### src/core/adc_input_defs.svh
`ifndef ADC_INPUT_DEFS_SVH
`define ADC_INPUT_DEFS_SVH

// ------------------------------------------------------------
// Register offsets (byte addresses)
// ------------------------------------------------------------
`define ADC_OFS_CTRL 8'h00
`define ADC_OFS_START 8'h04
`define ADC_OFS_STATUS 8'h08
`define ADC_OFS_CFG0 8'h10
`define ADC_OFS_RES0 8'h20

// ------------------------------------------------------------
// Field positions
// ------------------------------------------------------------
`define ADC_CTRL_ENABLE 0
`define ADC_CTRL_SIGNED 1
`define ADC_CTRL_TEMP_EN 2
`define ADC_CTRL_BG_EN 3
`define ADC_CTRL_DAC_EN 4
`define ADC_CFG_TYPE_LSB 0
`define ADC_CFG_GAIN_LSB 2
`define ADC_CFG_POS_LSB 8
`define ADC_CFG_NEG_LSB 12
`define ADC_ST_CONFLICT_LSB 0
`define ADC_ST_REFUSED_LSB 4
`define ADC_ST_DONE_LSB 8

// ------------------------------------------------------------
// Negative input codes and reset values
// ------------------------------------------------------------
`define ADC_NEG_PAD_GND 3'h4
`define ADC_NEG_INT_GND 3'h5
`define ADC_GAIN_PIN_BASE 4'h4
`define ADC_RST_CTRL 5'h00

`endif

### src/core/adc_input_pkg.sv
package adc_input_pkg;

    // Measurement type per channel
    typedef enum logic [1:0] {
        MEAS_DIFF = 2'h0,
        MEAS_DIFF_GAIN = 2'h1,
        MEAS_SINGLE = 2'h2,
        MEAS_INTERNAL = 2'h3
    } meas_e;

    // Gain stage setting, half up to sixty-four times
    typedef enum logic [2:0] {
        GAIN_HALF = 3'h0, GAIN_1X = 3'h1, GAIN_2X = 3'h2, GAIN_4X = 3'h3,
        GAIN_8X = 3'h4, GAIN_16X = 3'h5, GAIN_32X = 3'h6, GAIN_64X = 3'h7
    } gain_e;

    // Internal sources, selected by the positive field
    typedef enum logic [2:0] {
        INT_TEMP = 3'h0, INT_BANDGAP = 3'h1, INT_VCC_DIV10 = 3'h2,
        INT_DAC = 3'h3, INT_PAD_GND = 3'h4, INT_INT_GND = 3'h5
    } int_src_e;

    // Where the negative converter input goes
    typedef enum logic [1:0] {
        NEG_PIN = 2'h0, NEG_PAD_GND = 2'h1, NEG_INT_GND = 2'h2,
        NEG_HALF_REF = 2'h3
    } neg_kind_e;

    // One channel's stored configuration
    typedef struct packed {
        logic [2:0] neg;
        logic [3:0] pos;
        gain_e gain;
        meas_e mtype;
    } ch_cfg_s;

    // Sample request towards the converter core and multiplexer
    typedef struct packed {
        logic valid;
        logic [1:0] chan;
        logic pos_is_pin;
        logic [3:0] pos_pin;
        int_src_e int_src;
        neg_kind_e neg_kind;
        logic [2:0] neg_pin;
        logic gain_en;
        gain_e gain;
        logic signed_mode;
    } conv_req_s;

    // Finished conversion coming back from the core
    typedef struct packed {
        logic valid;
        logic [1:0] chan;
        logic [11:0] data;
    } conv_res_s;

endpackage

### src/core/pipelined_adc_input_select.sv
// Contract
// - Four channels, own input, result, start
// - Results are twelve bits wide
// - New sample accepted while conversions proceed
// - Results movable by DMA without processor
// - Plain differential: negative only pins zero-three
// - Gain differential: negative pins four-seven, signed
// - Gain type routes sample through gain stage
// - Eight gain choices, half to sixty-four
// - Single-ended: any pin, signed or unsigned
// - Signed single-ended negative is internal ground
// - Unsigned single/internal negative is half reference
// - Internal sources: temp, bandgap, supply, DAC, grounds
// - Supply source is divided by ten
// - Differential negative may be pad/internal ground
// - Signed internal measurement uses internal ground
// - Signed/unsigned is one global setting
// - Start by software bit or event, several
`include "adc_input_defs.svh"

module pipelined_adc_input_select
    import adc_input_pkg::*;
#(
    parameter int NUM_CH = 4,
    parameter int RES_W = 12
) (
    input wire logic sys_clk,
    input wire logic arst_n,
    input wire logic [7:0] reg_addr,
    input wire logic [31:0] reg_wdata,
    input wire logic reg_wr,
    input wire logic reg_rd,
    output logic [31:0] reg_rdata,
    input wire logic [3:0] ev_start,
    output logic [3:0] dma_req,
    output conv_req_s conv_req,
    input wire conv_res_s conv_res,
    output logic temp_en,
    output logic bandgap_en,
    output logic dac_en
);

    // --------------------------------------------------------
    // Elaboration checks
    // --------------------------------------------------------
    // The register map and request tags are laid out for this shape only
    if (NUM_CH != 4 || RES_W != 12) begin : g_bad_shape
        $error("Only four channels of twelve bits are supported");
    end

    // --------------------------------------------------------
    // State
    // --------------------------------------------------------
    typedef struct packed {
        logic enable;         // Converter enabled
        logic signed_mode;    // Global, one for all channels
        logic [2:0] int_en;   // Temp, bandgap, DAC source enables
        ch_cfg_s [3:0] cfg;   // Per-channel input selection
        logic [3:0] pend;     // Start requests waiting for the pipe
        logic [3:0] refused;  // Sticky, start dropped on bad setup
        logic [3:0] done;     // Result waiting for a reader
        logic [3:0][11:0] res; // Per-channel result storage
        logic [31:0] rdata;   // Read data, one cycle after strobe
        conv_req_s req;       // Sample issued to the core
    } st_s;

    st_s st_q;
    st_s st_d;

    // --------------------------------------------------------
    // Legality of one channel setup
    // --------------------------------------------------------
    function automatic logic cfg_ok(input ch_cfg_s c, input logic sgn,
                                    input logic [2:0] en);
        logic ok;
        ok = 1'b0;
        case (c.mtype)
            // Pins 0-3 or either ground; signed only
            MEAS_DIFF: ok = sgn && (c.neg <= `ADC_NEG_INT_GND);
            // Codes 0-3 stand for pins 4-7; signed only
            MEAS_DIFF_GAIN: ok = sgn && (c.neg <= `ADC_NEG_INT_GND);
            // Any pin, either mode
            MEAS_SINGLE: ok = 1'b1;
            MEAS_INTERNAL: begin
                // Sources that need their own enable first
                case (c.pos[2:0])
                    INT_TEMP: ok = en[0];
                    INT_BANDGAP: ok = en[1];
                    INT_DAC: ok = en[2];
                    default: ok = (c.pos <= 4'(INT_INT_GND));
                endcase
                // Codes eight and up alias the low ones but name no source
                ok = ok && !c.pos[3];
            end
            default: ok = 1'b0;
        endcase
        return ok;
    endfunction

    // --------------------------------------------------------
    // Build the multiplexer request for one channel
    // --------------------------------------------------------
    function automatic conv_req_s decode(input ch_cfg_s c,
                                         input logic [1:0] ch,
                                         input logic sgn);
        conv_req_s r;
        r = '0;
        r.valid = 1'b1;
        r.chan = ch;
        r.signed_mode = sgn;
        r.gain = c.gain;
        r.pos_pin = c.pos;
        r.pos_is_pin = (c.mtype != MEAS_INTERNAL);
        // Vcc source is the divided-by-ten tap inside the mux
        r.int_src = int_src_e'(c.pos[2:0]);
        case (c.mtype)
            MEAS_DIFF, MEAS_DIFF_GAIN: begin
                // Grounds are extra negative choices for differential
                if (c.neg == `ADC_NEG_PAD_GND) begin
                    r.neg_kind = NEG_PAD_GND;
                end else if (c.neg == `ADC_NEG_INT_GND) begin
                    r.neg_kind = NEG_INT_GND;
                end else begin
                    r.neg_kind = NEG_PIN;
                    r.neg_pin = c.neg;
                end
                if (c.mtype == MEAS_DIFF_GAIN) begin
                    // Sample through the amplifier before the pipeline
                    r.gain_en = 1'b1;
                    if (c.neg < `ADC_NEG_PAD_GND) begin
                        r.neg_pin = 3'(`ADC_GAIN_PIN_BASE) | c.neg;
                    end
                end
            end
            default: begin
                // Single-ended or internal: fixed negative level
                r.neg_kind = sgn ? NEG_INT_GND
                                 : NEG_HALF_REF;
            end
        endcase
        return r;
    endfunction

    // --------------------------------------------------------
    // Live conflict: differential type while unsigned
    // --------------------------------------------------------
    logic [3:0] conflict;

    always_comb begin
        for (int i = 0; i < 4; i++) begin
            conflict[i] = !st_q.signed_mode &&
                (st_q.cfg[i].mtype == MEAS_DIFF ||
                 st_q.cfg[i].mtype == MEAS_DIFF_GAIN);
        end
    end

    // --------------------------------------------------------
    // Next state
    // --------------------------------------------------------
    always_comb begin
        logic [3:0] start_set;
        logic [3:0] take;
        logic [3:0] done_set;
        logic [3:0] done_clr;
        logic [3:0] ref_clr;
        logic [3:0] ref_set;
        logic [1:0] idx;
        logic found;
        start_set = '0;
        ref_set = '0;
        take = '0;
        done_set = '0;
        done_clr = '0;
        ref_clr = '0;
        idx = '0;
        found = 1'b0;
        st_d = st_q;
        st_d.req = '0;
        st_d.rdata = '0;

        // Register writes
        if (reg_wr) begin
            case (reg_addr)
                `ADC_OFS_CTRL: begin
                    st_d.enable = reg_wdata[`ADC_CTRL_ENABLE];
                    st_d.signed_mode = reg_wdata[`ADC_CTRL_SIGNED];
                    st_d.int_en = reg_wdata[`ADC_CTRL_DAC_EN:`ADC_CTRL_TEMP_EN];
                end
                // Several bits at once start several channels
                `ADC_OFS_START: start_set = reg_wdata[3:0];
                // Refused flags are write-one-to-clear
                `ADC_OFS_STATUS: ref_clr = reg_wdata[7:4];
                default: begin
                    for (int i = 0; i < 4; i++) begin
                        if (reg_addr == `ADC_OFS_CFG0 + 8'(4 * i)) begin
                            st_d.cfg[i] = ch_cfg_s'({reg_wdata[14:12],
                                reg_wdata[11:8], reg_wdata[4:2],
                                reg_wdata[1:0]});
                        end
                    end
                end
            endcase
        end

        // Register reads; a result read hands the word over
        if (reg_rd) begin
            case (reg_addr)
                `ADC_OFS_CTRL: st_d.rdata = {27'h0, st_q.int_en,
                    st_q.signed_mode, st_q.enable};
                `ADC_OFS_START: st_d.rdata = {28'h0, st_q.pend};
                `ADC_OFS_STATUS: st_d.rdata = {20'h0, st_q.done,
                    st_q.refused, conflict};
                default: begin
                    for (int i = 0; i < 4; i++) begin
                        if (reg_addr == `ADC_OFS_CFG0 + 8'(4 * i)) begin
                            st_d.rdata = {17'h0, st_q.cfg[i].neg,
                                st_q.cfg[i].pos, 3'h0, st_q.cfg[i].gain,
                                st_q.cfg[i].mtype};
                        end
                        if (reg_addr == `ADC_OFS_RES0 + 8'(4 * i)) begin
                            st_d.rdata = {20'h0, st_q.res[i]};
                            done_clr[i] = 1'b1;
                        end
                    end
                end
            endcase
        end

        // Collect starts from software and events
        start_set = start_set | ev_start;

        // Lowest pending channel goes into the pipe each cycle
        for (int i = 3; i >= 0; i--) begin
            if (st_q.pend[i]) begin
                idx = 2'(i);
                found = 1'b1;
            end
        end
        if (st_q.enable && found) begin
            take[idx] = 1'b1;
            // No wait for earlier results: one sample per cycle
            if (cfg_ok(st_q.cfg[idx], st_q.signed_mode, st_q.int_en)) begin
                st_d.req = decode(st_q.cfg[idx], idx,
                                  st_q.signed_mode);
            end else begin
                ref_set[idx] = 1'b1;
            end
        end

        // Results land in their own channel slot only
        if (conv_res.valid) begin
            st_d.res[conv_res.chan] = conv_res.data;
            done_set[conv_res.chan] = 1'b1;
        end

        // Set wins over clear for every flag
        st_d.pend = (st_q.pend & ~take) | start_set;
        st_d.done = (st_q.done & ~done_clr) | done_set;
        st_d.refused = (st_q.refused & ~ref_clr) | ref_set;
    end

    // --------------------------------------------------------
    // State register
    // --------------------------------------------------------
    always_ff @(posedge sys_clk or negedge arst_n) begin
        if (!arst_n) begin
            st_q <= '0;
        end else begin
            st_q <= st_d;
        end
    end

    // --------------------------------------------------------
    // Outputs
    // --------------------------------------------------------
    assign reg_rdata = st_q.rdata;
    assign conv_req = st_q.req;
    // Each channel has its own transfer request
    assign dma_req = st_q.done;
    assign temp_en = st_q.int_en[0];
    assign bandgap_en = st_q.int_en[1];
    assign dac_en = st_q.int_en[2];

    // Lowest pending channel, for the scan checks
    logic found_any;
    logic [1:0] low_pend;
    assign found_any = |st_q.pend;

    always_comb begin
        low_pend = 2'h0;
        for (int i = 3; i >= 0; i--) begin
            if (st_q.pend[i]) begin
                low_pend = 2'(i);
            end
        end
    end
endmodule

### config.mk
export PLATFORM = sky130hd
export DESIGN_NAME = pipelined_adc_input_select
export DESIGN_NICKNAME = d
export VERILOG_FILES = /design/src/core/adc_input_pkg.sv /design/src/core/pipelined_adc_input_select.sv
export VERILOG_INCLUDE_DIRS = /design/src /design/src/core
export SDC_FILE = /design/constraint.sdc
export NUM_CORES = 1
export LEC_CHECK = 0
export ABC_AREA = 0
export BUFFER_PORTS_ARGS = -buffer_cell sky130_fd_sc_hd__buf_2
export CORE_MARGIN = 2
export CORE_UTILIZATION = 40
export DETAILED_ROUTE_END_ITERATION = 10
export GPL_ROUTABILITY_DRIVEN = 0
export PLACE_DENSITY = 0.66
export SLEW_MARGIN = 20
export SYNTH_ARGS = -nofsm -noshare
export SYNTH_HDL_FRONTEND = slang
export SYNTH_SLANG_ARGS = --single-unit
### constraint.sdc
create_clock -name sys_clk -period 1.95 [get_ports sys_clk]
set_input_delay 0.39 -clock sys_clk [delete_from_list [all_inputs] [get_ports sys_clk]]
set_output_delay 0.39 -clock sys_clk [all_outputs]
set_load 0.05 [all_outputs]
==> run summary <==
=====================================================================================
Overall fraction of global-route tracks in use                                  23.0%
Count of flip-flops with a built-in enable after synthesis                          0
Mean instance size in the synthesized netlist                              11.0 sq um
Hold Vio Cnt, Final                                                                 0
Arrival time reported for the critical path endpoint                          2.52 ns
Number of vias after detailed routing                                            6452
Top cell family by delay on the critical path                            compound AO/OA/AOI/OAI gates
HPWL Detailed                                                                17000 um
Area share of the leading cell type in the synthesized netlist                  47.0%
Via/cell ratio                                                                   5.57
Gate count after technology mapping                                               707
Max-slew violations                                                                 0
Largest stage delay on the critical path                                      0.47 ns
Average wire length per cell after detail routing                             20.2 um
# clock sinks                                                                     146
Share of flip-flops with an asynchronous set or reset                            100%
Synth-to-Final Area Change                                                      28.2%
Worst setup SP type                                                         flip-flop
Wire length of the first global-routing pass                                 35300 um
Post-synthesis cell type count                                                     81
Cell at the slowest stage of the critical path                           sky130_fd_sc_hd__dfrtp_2
Areal power density over the cells                                        789 mW/mm^2
Post-synth design cell area                                              0.00778 sq mm
Area enclosed by the die boundary                                        0.0206 sq mm
Maximum vdd drop                                                           0.000447 V
Crit path time final                                                          2.20 ns
Switching component of the power                                              2.23 mW
Top_reg_cell synth                                                       sky130_fd_sc_hd__dfrtp_1
Largest net degree at the start of global routing                                  44
Worst-skew pair later-pin latency                                             0.44 ns
Antenna violations before repair                                                    2
Type of the worst min-delay path                                            in -> reg
Clock-pin slew of the registers on the worst-case setup and hold paths        0.06 ns
Outcome                                                                  finished, violations left
Cell Count, Final, Fillers Out                                                   1159
Nets@finish                                                                       942
Synthesized flop and latch total                                                  146
Max Freq                                                                    0.455 GHz
Total of endpoints with negative setup slack in the final report                   18
CTS Buf Count                                                                      17
Die width                                                                      143 um
Buffer type at the clock tree root                                       sky130_fd_sc_hd__clkbuf_16
Cell area after placement                                                0.00911 sq mm
Worst-case setup margin in the final layout                                 -0.250 ns
Relative contribution of combinational cells to total power                     16.2%
DRC violation count after routing                                                   0
Ranking of synthesized cells by area                                     sky130_fd_sc_hd__dfrtp_1, sky130_fd_sc_hd__mux2_2, sky130_fd_sc_hd__buf_4
Combined buffer and inverter count along the critical path                          1
Static leakage                                                                4.58 nW
Failing checks                                                           setup timing
Core occupancy in the finished layout                                           51.8%
Cell type with the largest total area after synthesis                    sky130_fd_sc_hd__dfrtp_1
Portion of total power attributed to the clock network                          39.4%
Number of top-level pins                                                          123
Switch share                                                                    28.4%
TritonCTS clock tree                                                            built
Vias in the first global route                                                   6255
Count of nets left with antenna violations after detail routing                     0
# Max-Cap Violations                                                                0
Maximum clock path buffer count                                                     2
Share of the cycle needed by the critical path after routing                     113%
Req. time, crit path                                                          2.27 ns
Dpl cells                                                                        1112
Fill cell instance count of the final layout                                     1707
Placeable core area                                                      0.0193 sq mm
Number of buffer cells added on primary ports                                      88
Critical path, cell by cell                                              buf_6 -> nand2b_1 -> o221a_2 -> o22a_2 -> a2111oi_4 -> a221oi_4 -> o41ai_2
Fraction of final layout cells sized beyond drive strength 1                    48.5%
Number of levels in the clock H-tree                                                4
Initial DRC Count                                                                 622
Biggest fanout along the worst timing path                                          5
Initial core utilization                                                        40.4%
Worst setup path class                                                     reg -> reg
Detailed Routing Iterations Pass 1                                                  5
Height of the die                                                              143 um
Number of standard-cell rows in the floorplan                                      51
Accumulated negative setup slack                                             -3.93 ns
Total congestion overflow after global routing                                      0
Relative contribution of sequential cells to total power                        44.4%
Post-layout instance area                                                0.00997 sq mm
Worst clock skew on the final layout                                        0.0102 ns
Element type at the critical path end                                       flip-flop
Final wirelength                                                             23400 um
Unrepaired setup endpoints after global routing                                   yes
Sequential share of the synthesized area                                        47.0%
Synthesis Warnings                                                                  0
Internal power                                                                5.64 mW
=====================================================================================
-- Yosys cell counts (8+ instances only) --
cell type / number
sky130_fd_sc_hd__nand2b_1: 8
sky130_fd_sc_hd__buf_4: 63
sky130_fd_sc_hd__clkbuf_1: 14
sky130_fd_sc_hd__inv_1: 10
sky130_fd_sc_hd__nor3_1: 17
sky130_fd_sc_hd__o22ai_1: 10
sky130_fd_sc_hd__nor2_1: 34
sky130_fd_sc_hd__a21oi_1: 33
sky130_fd_sc_hd__mux2_2: 97
sky130_fd_sc_hd__dfrtp_1: 146
sky130_fd_sc_hd__nand2_1: 37
sky130_fd_sc_hd__nand3_1: 18
sky130_fd_sc_hd__buf_2: 14
sky130_fd_sc_hd__and3_1: 8
sky130_fd_sc_hd__o21ai_0: 34
sky130_fd_sc_hd__o221ai_1: 15
-- layer usage --
layer / track usage (%) / vias to the layer above / wire (um)
met3: 5.00 / 54 / 1780
li1: - / 2884 / -
met1: 30.7 / 3174 / 9850
met5: 0 / - / 0
met4: 10.7 / 0 / 716
met2: 35.9 / 340 / 11100
-- power groups by stage --
stage | clock, mW | sequential, mW | combinational, mW
floorplan | 0 | 3.47 | 0.779
global placement | 0 | 3.53 | 1.16
detailed placement | 0 | 3.54 | 1.19
CTS | 3.14 | 3.49 | 1.23
global route | 3.26 | 3.52 | 1.36
finish | 3.10 | 3.50 | 1.27
-- through the flow --
step	power, mW	worst slack, ns	hold WS (ns)
2_1_floorplan	4.25	-0.0570	0.0944
3_3_place_gp	4.70	-0.339	0.303
3_5_place_dp	4.73	-0.316	0.306
4_1_cts	7.85	-0.165	0.164
5_1_grt	8.15	-0.299	0.163
6_report	7.87	-0.250	0.174
-- sequential cells by signal, summed over array words and instances, names as in the netlist --
signal	flops
bandgap_en	1
conv_req	18
dac_en	1
dma_req	4
reg_rdata	15
st_q	106
temp_en	1
-- cells in the final DEF, fill, tap and decap left out, types with 7 or more instances in the layout --
cell / instances
sky130_fd_sc_hd__o21ai_0: 32
sky130_fd_sc_hd__a21oi_1: 33
sky130_fd_sc_hd__clkbuf_16: 17
sky130_fd_sc_hd__buf_6: 7
sky130_fd_sc_hd__dfrtp_1: 143
sky130_fd_sc_hd__mux2_2: 97
sky130_fd_sc_hd__nand4_1: 7
sky130_fd_sc_hd__buf_2: 87
sky130_fd_sc_hd__nand2_1: 36
sky130_fd_sc_hd__o221ai_1: 13
sky130_fd_sc_hd__nor2_1: 31
sky130_fd_sc_hd__buf_4: 135
sky130_fd_sc_hd__nor3_2: 7
sky130_fd_sc_hd__o22ai_1: 9
sky130_fd_sc_hd__inv_1: 9
sky130_fd_sc_hd__nor3_1: 9
sky130_fd_sc_hd__nand3_1: 16
sky130_fd_sc_hd__buf_12: 7
sky130_fd_sc_hd__conb_1: 17
sky130_fd_sc_hd__mux2i_1: 7
sky130_fd_sc_hd__nand2b_1: 8
-- path summary, 6_finish.rpt --
check                                  from     endpoint  slack, ns  cells past startpoint
worst max-delay path              st_q[112]    st_q[106]      -0.25                      7
worst min-delay path            ev_start[3]    st_q[112]       0.17                      2
worst max register to register    st_q[112]    st_q[106]      -0.25                      7
worst min register to register    st_q[106]    st_q[106]       0.49                      2
min in group asynchronous            arst_n     st_q[88]       0.42                      2
max in group asynchronous            arst_n  conv_req[0]       0.87                      3
-- worst register-to-register path: cells and delay by family, from the launching register on --
kind | cells | cell delay, ns
AO/OA/AOI/OAI | 5 | 1.34
buffers and inverters | 1 | 0.15
flip-flops | 1 | 0.47
AND/OR/NAND/NOR | 1 | 0.13
-- cell type report --
type / instances / area [sq um] / share of cell area (%)
multi-input combinational: 467 / 3710 / 37.2
antenna: 2 / 5.00 / 0.0502
clock inverter: 13 / 109 / 1.09
clock buffer: 19 / 443 / 4.44
sequential: 146 / 3660 / 36.7
timing repair buffer: 237 / 1680 / 16.8
tap: 265 / 332 / 3.32
inverter: 10 / 41.3 / 0.414
-- what timing repair did --
| item | 4_1_cts | 5_1_grt |
|---|---|---|
| gates cloned | 0 | 1 |
| setup buffers | 8 | 3 |
| hold endpoints to repair | 28 | 0 |
| hold buffers | 1 | 0 |
| pin swaps | 12 | 5 |
| endpoints found under the setup margin | 19 | 24 |
| gates resized for setup | 29 | 21 |
-- kinds of logic (layout without fill, tap and decap cells) --
family	after synthesis	count (layout)	share of synthesized area, %
AO/OA/AOI/OAI	164	164	15.6
XOR/XNOR	1	1	0.113
buffers and inverters	110	279	9.07
flip-flops	146	146	47.0
multiplexers	107	107	15.5
other	1	19	0.0482
AND/OR/NAND/NOR	178	178	12.7
Note: power is estimated with default switching activity, not from simulation.
